$ cat src/logic/wiper_host_pkg.sv
// Constants and carrier types for the wiper position host controller
// Assumes a 100 MHz reference clock and a three-pin up/down pot device
package wiper_host_pkg;
	localparam int unsigned POS_W        = 5;
	localparam int unsigned TAP_COUNT    = 32;
	localparam logic [4:0]  POS_LOW      = 5'h00;
	localparam logic [4:0]  POS_HIGH     = 5'h1F;
	localparam logic [4:0]  POS_RESET    = 5'h00;
	localparam int unsigned CLK_PERIOD_NS = 10;
	localparam int unsigned PHASE_NS     = 100;
	localparam int unsigned PHASE_CYC    =
		(PHASE_NS + CLK_PERIOD_NS - 1) / CLK_PERIOD_NS;
	localparam int unsigned CNT_W        = 8;

	typedef enum logic [1:0] {
		CMD_STEP    = 2'h0,
		CMD_STORE   = 2'h1,
		CMD_ABANDON = 2'h2
	} cmd_kind_t;

	typedef struct packed {
		cmd_kind_t  kind;
		logic       up;
		logic [4:0] count;
	} cmd_t;

	typedef struct packed {
		logic sel_n;
		logic dir_up;
		logic step_n;
	} pins_t;
endpackage : wiper_host_pkg

$ cat src/logic/phase_timer.sv
// Phase timer: one-cycle tick after a fixed number of clock cycles
// Assumes start is a single-cycle request from the same clock domain
`timescale 1ns/1ps
`default_nettype none
module phase_timer (
	input  wire logic ref_clk_in,
	input  wire logic rst_in,
	input  wire logic start_in,
	output logic      tick_out
);
	localparam int unsigned W = wiper_host_pkg::CNT_W;
	localparam logic [W-1:0] LOAD = W'(wiper_host_pkg::PHASE_CYC - 1);
	logic [wiper_host_pkg::CNT_W-1:0] cnt_q;
	logic                             run_q;

	always_ff @(posedge ref_clk_in or posedge rst_in) begin
		if (rst_in) begin
			cnt_q    <= '0;
			run_q    <= 1'b0;
			tick_out <= 1'b0;
		end else begin
			tick_out <= 1'b0;
			if (start_in) begin
				cnt_q <= LOAD;
				run_q <= 1'b1;
			end else if (run_q) begin
				if (cnt_q == '0) begin
					run_q    <= 1'b0;
					tick_out <= 1'b1;
				end else begin
					cnt_q <= cnt_q - 1'b1;
				end
			end
		end
	end
endmodule // phase_timer
`default_nettype wire

$ cat src/logic/wiper_host.sv
// Host controller driving select, direction and step pins of a 32-tap pot
// Assumes commands come from logic on ref_clk_in; device recalls at power-up
//
// Function
// - Select low, direction high: falling step moves up
// - Select low, direction low: falling step moves down
// - Select rising with step high stores value
// - Select rising with step low skips store
`timescale 1ns/1ps
`default_nettype none
module wiper_host (
	input  wire logic                 ref_clk_in,
	input  wire logic                 rst_in,
	input  wire logic                 cmd_valid_in,
	input  wire wiper_host_pkg::cmd_t cmd_in,
	input  wire logic [4:0]           recall_pos_in,
	input  wire logic                 recall_load_in,
	output logic                      cmd_ready_out,
	output wiper_host_pkg::pins_t     pins_out,
	output logic [4:0]                live_pos_out,
	output logic [4:0]                stored_pos_out,
	output logic                      done_out
);
	typedef enum logic [2:0] {
		ST_IDLE   = 3'h0,
		ST_SETUP  = 3'h1,
		ST_FALL   = 3'h2,
		ST_RISE   = 3'h3,
		ST_DESEL  = 3'h4,
		ST_FINISH = 3'h5
	} state_t;

	state_t                  state_q;
	wiper_host_pkg::cmd_t    cmd_q;
	logic [4:0]              left_q;
	logic                    t_start;
	logic                    t_tick;

	function automatic logic [4:0] step_pos(input logic [4:0] p,
		input logic up);
		if (up)
			step_pos = (p == wiper_host_pkg::POS_HIGH) ? p : p + 5'h01;
		else
			step_pos = (p == wiper_host_pkg::POS_LOW) ? p : p - 5'h01;
	endfunction

	phase_timer u_timer (
		.ref_clk_in (ref_clk_in),
		.rst_in     (rst_in),
		.start_in   (t_start),
		.tick_out   (t_tick)
	);

	assign t_start = (state_q == ST_IDLE) ? (cmd_valid_in & cmd_ready_out)
		: t_tick && (state_q != ST_FINISH);

	// Sequencer
	always_ff @(posedge ref_clk_in or posedge rst_in) begin
		if (rst_in) begin
			state_q       <= ST_IDLE;
			cmd_q         <= '0;
			left_q        <= 5'h00;
			cmd_ready_out <= 1'b0;
			done_out      <= 1'b0;
		end else begin
			done_out <= 1'b0;
			unique case (state_q)
				ST_IDLE: begin
					cmd_ready_out <= 1'b1;
					if (cmd_valid_in && cmd_ready_out) begin
						cmd_q         <= cmd_in;
						left_q        <= cmd_in.count;
						cmd_ready_out <= 1'b0;
						state_q       <= ST_SETUP;
					end
				end
				ST_SETUP: if (t_tick) begin
					if (cmd_q.kind == wiper_host_pkg::CMD_STEP &&
						left_q != 5'h00)
						state_q <= ST_FALL;
					else if (cmd_q.kind == wiper_host_pkg::CMD_ABANDON)
						state_q <= ST_FALL;
					else
						state_q <= ST_DESEL;
				end
				ST_FALL: if (t_tick) begin
					if (cmd_q.kind == wiper_host_pkg::CMD_ABANDON)
						state_q <= ST_DESEL;
					else
						state_q <= ST_RISE;
				end
				ST_RISE: if (t_tick) begin
					left_q <= left_q - 5'h01;
					if (left_q == 5'h01)
						state_q <= ST_DESEL;
					else
						state_q <= ST_FALL;
				end
				ST_DESEL: if (t_tick)
					state_q <= ST_FINISH;
				ST_FINISH: begin
					done_out <= 1'b1;
					state_q  <= ST_IDLE;
				end
				default: state_q <= ST_IDLE;
			endcase
		end
	end

	// Pin drive
	always_ff @(posedge ref_clk_in or posedge rst_in) begin
		if (rst_in) begin
			pins_out <= '{sel_n: 1'b1, dir_up: 1'b0, step_n: 1'b1};
		end else begin
			unique case (state_q)
				ST_IDLE: begin
					pins_out.sel_n  <= 1'b1;
					pins_out.step_n <= 1'b1;
				end
				ST_SETUP: begin
					pins_out.dir_up <= cmd_q.up;
					if (t_tick && cmd_q.kind != wiper_host_pkg::CMD_ABANDON)
						pins_out.sel_n <= 1'b0;
					if (t_tick && cmd_q.kind == wiper_host_pkg::CMD_ABANDON)
						pins_out.sel_n <= 1'b0;
				end
				ST_FALL: if (t_tick) begin
					pins_out.step_n <= 1'b0;
				end
				ST_RISE: if (t_tick) begin
					pins_out.step_n <= 1'b1;
				end
				ST_DESEL: if (t_tick) begin
					pins_out.sel_n <= 1'b1;
				end
				ST_FINISH: pins_out.step_n <= 1'b1;
				default: pins_out <= pins_out;
			endcase
		end
	end

	// Shadow of device counter and stored value
	always_ff @(posedge ref_clk_in or posedge rst_in) begin
		if (rst_in) begin
			live_pos_out   <= wiper_host_pkg::POS_RESET;
			stored_pos_out <= wiper_host_pkg::POS_RESET;
		end else if (recall_load_in) begin
			live_pos_out   <= recall_pos_in;
			stored_pos_out <= recall_pos_in;
		end else begin
			// Every falling step with select low moves the device, except at the end tap it is stepping toward
			if (state_q == ST_FALL && t_tick)
				live_pos_out <= step_pos(live_pos_out, cmd_q.up);
			if (state_q == ST_DESEL && t_tick && pins_out.step_n)
				stored_pos_out <= live_pos_out;
		end
	end

	a_sel_idle_high: assert property (@(posedge ref_clk_in) disable iff (rst_in)
		(state_q == ST_IDLE && $past(state_q) == ST_IDLE) |-> pins_out.sel_n)
		else $error("select low while idle");
	a_step_only_sel: assert property (@(posedge ref_clk_in) disable iff (rst_in)
		$fell(pins_out.step_n) |-> !pins_out.sel_n)
		else $error("step fell with device deselected");
	a_dir_stable: assert property (@(posedge ref_clk_in) disable iff (rst_in)
		$fell(pins_out.step_n) |-> $stable(pins_out.dir_up))
		else $error("direction changed at step edge");
	a_sat_high: assert property (@(posedge ref_clk_in) disable iff (rst_in)
		($past(live_pos_out) == 5'h1F && !recall_load_in &&
		!$past(recall_load_in)) |-> live_pos_out != 5'h00)
		else $error("counter wrapped at high end");
	a_sat_low: assert property (@(posedge ref_clk_in) disable iff (rst_in)
		($past(live_pos_out) == 5'h00 && !$past(recall_load_in))
		|-> live_pos_out != 5'h1F)
		else $error("counter wrapped at low end");
	a_store_edge: assert property (@(posedge ref_clk_in) disable iff (rst_in)
		($rose(pins_out.sel_n) && pins_out.step_n && !$past(recall_load_in))
		|-> stored_pos_out == $past(live_pos_out))
		else $error("store missed on select rise");
	a_no_store_low: assert property (@(posedge ref_clk_in) disable iff (rst_in)
		($rose(pins_out.sel_n) && !pins_out.step_n && !$past(recall_load_in))
		|-> $stable(stored_pos_out))
		else $error("store taken with step low");
	a_step_no_store: assert property (@(posedge ref_clk_in) disable iff (rst_in)
		($fell(pins_out.step_n) && !$past(recall_load_in))
		|-> $stable(stored_pos_out))
		else $error("stored value moved on step");
	a_recall_load: assert property (@(posedge ref_clk_in) disable iff (rst_in)
		recall_load_in |=> live_pos_out == $past(recall_pos_in))
		else $error("recall not loaded");
	a_done_bound: assert property (@(posedge ref_clk_in) disable iff (rst_in)
		(state_q == ST_DESEL && t_tick) |-> ##1 state_q == ST_FINISH ##1 done_out)
		else $error("done not pulsed");

	c_step_up: cover property (@(posedge ref_clk_in) disable iff (rst_in)
		$fell(pins_out.step_n) && pins_out.dir_up);
	c_step_down: cover property (@(posedge ref_clk_in) disable iff (rst_in)
		$fell(pins_out.step_n) && !pins_out.dir_up);
	c_store: cover property (@(posedge ref_clk_in) disable iff (rst_in)
		$rose(pins_out.sel_n) && pins_out.step_n);
	c_abandon: cover property (@(posedge ref_clk_in) disable iff (rst_in)
		$rose(pins_out.sel_n) && !pins_out.step_n);
endmodule // wiper_host
`default_nettype wire

$ cat config.mk
export PLATFORM = sky130hd
export DESIGN_NAME = wiper_host
export DESIGN_NICKNAME = d
export VERILOG_FILES = /design/src/logic/wiper_host_pkg.sv /design/src/logic/phase_timer.sv /design/src/logic/wiper_host.sv
export SDC_FILE = /design/constraint.sdc
export NUM_CORES = 1
export LEC_CHECK = 0
export BUFFER_PORTS_ARGS = -buffer_cell sky130_fd_sc_hd__buf_4
export CAP_MARGIN = 5
export CORE_MARGIN = 2
export CORE_UTILIZATION = 58
export CTS_BUF_LIST = sky130_fd_sc_hd__clkbuf_8
export CTS_CLUSTER_SIZE = 10
export DETAILED_ROUTE_END_ITERATION = 8
export MAX_ROUTING_LAYER = met4
export PLACE_DENSITY = 0.82
export RECOVER_POWER = 50
export SKIP_CTS_REPAIR_TIMING = 1
export SLEW_MARGIN = 20
export SYNTH_ARGS = -nofsm -noshare
export SYNTH_HDL_FRONTEND = slang
export SYNTH_SLANG_ARGS = --single-unit
$ cat constraint.sdc
create_clock -name ref_clk_in -period 2.45 [get_ports ref_clk_in]
set_clock_uncertainty 0.15 [all_clocks]
set_input_delay 0.3675 -clock ref_clk_in [delete_from_list [all_inputs] [get_ports ref_clk_in]]
set_output_delay 0.3675 -clock ref_clk_in [all_outputs]
set_load 0.02 [all_outputs]
==> summary.txt, run 1 <==
Synthesis
  • Post-synth ARST share: 100%
  • Post-Syn Area: 1990 µm²
  • Synth Flop Type: dfrtp_1
  • Unique masters post-synth: 47
  • Sequential share of the synthesized area: 45.5%
  • Flops & latches, synth: 36
  • Mapped Nets: 236
  • Synth Warn #: 0
  • Syn Inst Count: 211
  • Mean post-synth cell area: 9.41 µm²
  • EDFF count, synth: 0

Floorplan
  • DIE HEIGHT: 62.5 µm
  • I/O Pins: 32
  • Die Wd: 62.5 µm
  • # rows: 21
  • Initial Util: 60.0%
  • CORE AREA: 3310 µm²
  • Die Area: 3910 µm²

Setup path
  • Startpoint Class: flop
  • Critical path arrival: 2.23 ns
  • CP delay by family, top: simple AND/OR/NAND/NOR gates
  • Setup crit end kind: flop
  • CP peak stage delay: 0.48 ns
  • Crit Path Class: flop to flop
  • CP required: 2.46 ns
  • Crit-path cells: inv_1, ha_1, or4b_4, o41ai_4, nor3b_1, or3_1
  • CP max FO: 7
  • Crit path max-delay cell type: or4b_4
  • Worst path bufs/invs: 1

Clock tree
  • # clock sinks: 36
  • Clock root cell: clkbuf_8
  • CTS tree: built
  • Clock slew at reported path FFs: 0.07 ns
  • Worst skew pair latency: 0.29 ns
  • Num CTS Buffers: 5
  • Longest Clk Path Bufs: 2
  • Htree depth: 2

Detailed routing
  • DRT Pass-1 Iters: 4
  • Vias per cell: 5.52
  • ANT nets after route: 0
  • Via Count: 1,617
  • Routed len/inst: 13.2 µm
  • Routed Wire Length: 3870 µm
  • DR DRC count: 0
  • Iter 0 DRT Violations: 114

Timing
  • Final hold violation count: 0
  • Fin Setup TNS: 0 ns
  • Least-Margin Pin Slew: 0.866 ns
  • Slew Limit Headroom: 42.3%
  • Fin crit period: 2.21 ns
  • RSZ-0062 raised after global routing: false
  • Setup-failing EPs final: 0
  • Final Slew Violations: 0
  • Final worst-path cycle share: 90.3%
  • Fmax: 452 MHz

Run status
  • Status: finished clean

Final layout
  • Antenna cell count: 0
  • Fin cells: 293
  • Final core utilization: 70.6%
  • Area growth from synthesis to layout: 17.8%
  • Fin nets: 272
  • Layout cells sized above 1: 17.4%

Place
  • I/O Buffers: 31
  • Post-DP HPWL: 2790 µm
  • GPL Wtd Cong: 0.867
  • Cell total after placement: 286

Pwr
  • Worst VDD drop: 0.000716 V
  • Total power: 2.55 mW
  • Pleak: 1.04 nW
  • Pwr Density: 1090 nW/µm²

Run
  • # Max-Cap Violations: 0

GRT
  • Global Route Usage Sum: 22.0%
  • GRT Residual Overflow: 0
  • Initial antenna violation count: 0
  • Largest net degree at the start of global routing: 37
  • Vias in the first global route: 1,512
  • First-pass GRT wire length: 6690 µm

Hold path
  • Hold Crit Class: primary input to flop
final cells by class:
cell class / instances / area (µm²)
fillers: 281 / 972
clock inverters: 2 / 8.76
repair buffers: 35 / 241
inverters: 13 / 48.8
well taps: 46 / 57.6
clock buffers: 5 / 68.8
flip-flops and latches: 36 / 903
multi-input cells: 156 / 1010
power breakdown:
part | internal (mW) | switching (mW) | leakage [nW]
Clock | 0.189 | 0.202 | 0.0452
Combinational | 0.517 | 0.587 | 0.564
Sequential | 0.802 | 0.255 | 0.434
Total | 1.51 | 1.04 | 1.04
logic make-up after synthesis:
| logic type | after synthesis | share of synthesized area, % |
|---|---|---|
| compound gates | 55 | 17.3 |
| xor+xnor | 10 | 4.41 |
| fa+ha+maj | 8 | 5.42 |
| buf+inv | 19 | 3.65 |
| flops | 36 | 45.5 |
| mux | 8 | 4.16 |
| simple gates | 75 | 19.5 |
Yosys cell counts (3+ instances only):
cell type / count / area share, %
nand2_1: 13 / 2.5
xnor2_1: 7 / 3.1
xor2_1: 3 / 1.3
nor4_1: 3 / 0.95
nor3b_1: 5 / 1.9
inv_1: 12 / 2.3
ha_1: 7 / 4.4
nand2b_1: 5 / 1.6
mux2i_1: 6 / 3.0
a21oi_1: 22 / 5.5
or3_1: 3 / 0.95
dfrtp_1: 34 / 43
clkbuf_1: 5 / 0.95
o21ai_0: 18 / 4.5
nor3_1: 3 / 0.76
nor2_1: 28 / 5.3
nand3_1: 4 / 1.0
cell usage in the layout (no fill, tap or decap), drive strengths merged, types with 2 or more instances in the layout:
cell type	n
dfrtp	34
nor2	28
buf	28
a21oi	22
o21ai	18
inv	13
nand2	13
clkbuf	12
xnor2	7
ha	7
mux2i	6
nor3b	5
nand2b	5
nand3	4
nor3	3
or3	3
nor4	3
xor2	3
mux2	2
o31ai	2
dfstp	2
clkinv	2
state kept, by name, summed over array words and instances, names as in the netlist:
register          cells
pins_out              3
stored_pos_out        5
live_pos_out          5
left_q                5
u_timer.tick_out      1
u_timer.cnt_q         8
done_out              1
cmd_ready_out         1
cmd_q                 3
state_q               3
u_timer.run_q         1
tightest hold or removal path, delay by kind of cell:
family | cells | cell delay, ns
buf+inv | 1 | 0.08
simple gates | 1 | 0.04
compound gates | 1 | 0.06
path summary, 6_finish.rpt:
kind / startpoint / end / slack [ns] / cells after the start
worst max-delay path: u_timer.cnt_q[0] / u_timer.cnt_q[3] / 0.24 / 6
worst min-delay path: cmd_in[5] / cmd_q[5] / 0.13 / 3
worst max register to register: u_timer.cnt_q[0] / u_timer.cnt_q[3] / 0.24 / 6
worst min register to register: pins_out[1] / pins_out[1] / 0.35 / 2
max in group asynchronous: rst_in / u_timer.run_q / 1.42 / 3
min in group asynchronous: rst_in / stored_pos_out[4] / 0.19 / 3
per-stage QoR:
| stage | setup slack, ns | area (µm²) | hold slack (ns) |
|---|---|---|---|
| finish | 0.237 | 2340 | 0.135 |
| CTS | 0.222 | 2360 | 0.0432 |
| floorplan | 0.344 | 1990 | 0.323 |
| global placement | 0.285 | 2280 | 0.325 |
| detailed placement | 0.230 | 2280 | 0.331 |
| global route | 0.112 | 2340 | 0.139 |
routing by layer:
metal | vias up | part of all wire (%) | track usage, %
met3 | 5 | 4.9 | 6.13
met1 | 763 | 46 | 27.0
met4 | 0 | 1.3 | 5.83
met2 | 37 | 48 | 36.2
li1 | 812 | - | -
met5 | - | 0 | -
(Power assumes the default switching activity.)
==> run 2, diff against run 1 <==
--- a/config.mk
+++ b/config.mk
@@ -5,10 +5,11 @@
 export SDC_FILE = /design/constraint.sdc
 export NUM_CORES = 1
 export LEC_CHECK = 0
+export ABC_AREA = 1
 export BUFFER_PORTS_ARGS = -buffer_cell sky130_fd_sc_hd__buf_4
 export CAP_MARGIN = 5
 export CORE_MARGIN = 2
-export CORE_UTILIZATION = 58
+export CORE_UTILIZATION = 59
 export CTS_BUF_LIST = sky130_fd_sc_hd__clkbuf_8
 export CTS_CLUSTER_SIZE = 10
 export DETAILED_ROUTE_END_ITERATION = 8
==> run 2 against run 1 <==
  * Largest cell class unchanged
  * Routed wire length grew 27%
  * Setup slack gained 0.42 ns
  * Final area grew 10%
  * First-iteration DRC count grew 55%
  * Clock-buffer cell count is the same
  * Critical path depth grew 2
  * Flip-flop and latch count is the same
==> summary.txt, run 2 <==
Run status
  • Status: finished clean

Place
  • Placement Setup Slack: 0.697 ns
  • GPL Wtd Cong: 0.930
  • I/O Buffers: 31
  • Dpl cell area: 2500 µm²
  • Post-DP HPWL: 3550 µm

Final layout
  • Most frequent cells in the layout: nand2_1, inv_1, dfrtp_1
  • Reg with most FFs: u_timer.cnt_q
  • Final core utilization: 71.1%
  • Max reg flops: 8
  • Commonest non-fill, non-tap cell in the layout: nand2_1
  • Antenna cell count: 0
  • Cell area after layout: 2580 µm²
  • Fin nets: 378
  • Area growth from synthesis to layout: 17.3%
  • Register area: 903 µm²
  • Fillcell total: 303
  • Area occupied by multi-input gates: 1110 µm²
  • Layout cells sized above 1: 13.8%

Floorplan
  • CORE AREA: 3630 µm²
  • Initial Util: 60.6%
  • Die Wd: 65.1 µm
  • # rows: 22
  • DIE HEIGHT: 65.1 µm
  • Die Area: 4230 µm²
  • I/O Pins: 32

GRT
  • GRT Residual Overflow: 0
  • Global Route Usage Sum: 27.5%
  • Largest net degree at the start of global routing: 37
  • Vias in the first global route: 2,046
  • First-pass GRT wire length: 8780 µm
  • Initial antenna violation count: 0

Hold path
  • Worst hold path stage count: 3
  • Hold Crit Class: primary input to flop

Clock tree
  • Num CTS Buffers: 5
  • Clock slew at reported path FFs: 0.08 ns
  • CTS tree: built
  • Clock root cell: clkbuf_8
  • # clock sinks: 36
  • Worst skew pair latency: 0.29 ns
  • Htree depth: 2
  • Longest Clk Path Bufs: 2

Synthesis
  • Synth top cells by count: nand2_1, inv_1, dfrtp_1, nand3_1, nor2_1
  • Count leader, synth: nand2_1
  • Synth Flop Type: dfrtp_1
  • Top-area cell type share of the netlist area: 38.7%
  • Synth Warn #: 0
  • Post-Syn Area: 2200 µm²
  • Mapped Nets: 340
  • Post-synth top area cell: dfrtp_1
  • Post-synth ARST share: 100%
  • Mean post-synth cell area: 6.99 µm²
  • Syn Inst Count: 315
  • Unique masters post-synth: 24
  • EDFF count, synth: 0
  • Synth top area cells: dfrtp_1, nand2_1, nand3_1, inv_1, o21ai_0
  • Flops & latches, synth: 36
  • Sequential share of the synthesized area: 41.0%

Setup path
  • Setup crit end kind: flop
  • CP required: 2.48 ns
  • Reg2reg setup slack: 0.65 ns
  • Setup crit end: left_q[4]
  • Critical path arrival: 1.83 ns
  • RR Endpoint: left_q[4]
  • Worst Setup SP: state_q[1]
  • Reg2reg path depth: 8
  • Reg2reg start: state_q[1]
  • CP max FO: 9
  • Startpoint Class: flop
  • Crit Path Class: flop to flop

Pwr
  • Share of power burned in registers: 32.2%
  • Pleak: 1.42 nW
  • Worst VDD drop: 0.000737 V
  • Clock network power share: 15.8%
  • Total power: 3.35 mW
  • Logic pwr share: 52.0%
  • Pwr Density: 1300 nW/µm²
  • Internal: 1.76 mW
  • Sw power: 1.59 mW
  • Sw Ratio: 47.3%

Timing
  • Fin crit period: 1.80 ns
  • Slew Limit Headroom: 40.6%
  • Setup-failing EPs final: 0
  • Fin Setup TNS: 0 ns
  • Final Slew Violations: 0
  • Final worst-path cycle share: 73.4%
  • Least-Margin Pin Slew: 0.891 ns
  • RSZ-0062 raised after global routing: false
  • Setup WS post-layout: 0.652 ns
  • Fmax: 556 MHz
  • Final hold violation count: 0

Detailed routing
  • DR DRC count: 0
  • Met1 wire length: 2220 µm
  • ANT nets after route: 0
  • Routed wl met3: 249 µm
  • Via Count: 2,102
  • Iter 0 DRT Violations: 177
  • Met2 wire len: 2380 µm
  • Top Metal Used: met4
  • Routed Wire Length: 4900 µm
  • DRT Pass-1 Iters: 6
  • Vias per cell: 5.23
  • Routed len/inst: 12.2 µm

Run
  • # Max-Cap Violations: 0
-- run 2: cells by family after synthesis --
family	Yosys count	share of synthesized area, %
adder cells (fa/ha/maj)	8	4.89
AND/OR/NAND/NOR	191	37.9
buffers and inverters	46	8.02
AO/OA/AOI/OAI	33	7.79
XOR/XNOR	1	0.398
flip-flops	36	41.0
-- run 2: layout make-up --
type,instances,share of cell area [%]
multi-input cells,233,43.1
repair buffers,32,8.62
clock buffers,5,2.66
inverters,45,6.64
flip-flops and latches,36,35.0
clock inverters,3,1.65
well taps,48,2.33
-- run 2: layer usage --
metal / vias to the layer above / track usage (%)
met5: - / -
met4: 0 / 9.38
met3: 5 / 5.38
met2: 51 / 46.1
met1: 969 / 33.4
li1: 1077 / -
-- run 2: worst min path at each step --
stage / end / slack [ns] / start
floorplan: u_timer.cnt_q[0] / 0.32 / u_timer.cnt_q[0]
global placement: stored_pos_out[0] / 0.30 / stored_pos_out[0]
detailed placement: stored_pos_out[0] / 0.31 / stored_pos_out[0]
CTS: u_timer.cnt_q[7] / 0.04 / rst_in
global route: cmd_q[5] / 0.14 / cmd_in[5]
finish: cmd_q[7] / 0.14 / cmd_in[7]
-- run 2: per-stage QoR --
stage / hold WS, ns / instances
floorplan: 0.315 / 315
global placement: 0.305 / 394
detailed placement: 0.310 / 394
CTS: 0.0438 / 402
global route: 0.143 / 402
finish: 0.135 / 402
-- run 2: worst max-delay path, stage by stage, from the launching register on --
cell and delay [ns]:
dfrtp_1 0.46, nor2_1 0.34, nand2_1 0.17, nand2_2 0.10
nand2_2 0.07, nor2_4 0.18, inv_1 0.08, nand2_1 0.07
nand2_1 0.05
-- run 2: power groups by stage --
| stage | Combinational [mW] | Sequential (mW) | Clock [mW] |
|---|---|---|---|
| final | 1.74 | 1.08 | 0.528 |
| after global routing | 2.02 | 1.12 | 0.566 |
| after CTS | 1.75 | 1.08 | 0.535 |
| after detailed placement | 1.73 | 1.09 | 0 |
| after global placement | 1.69 | 1.08 | 0 |
| after floorplan | 1.24 | 1.13 | 0 |
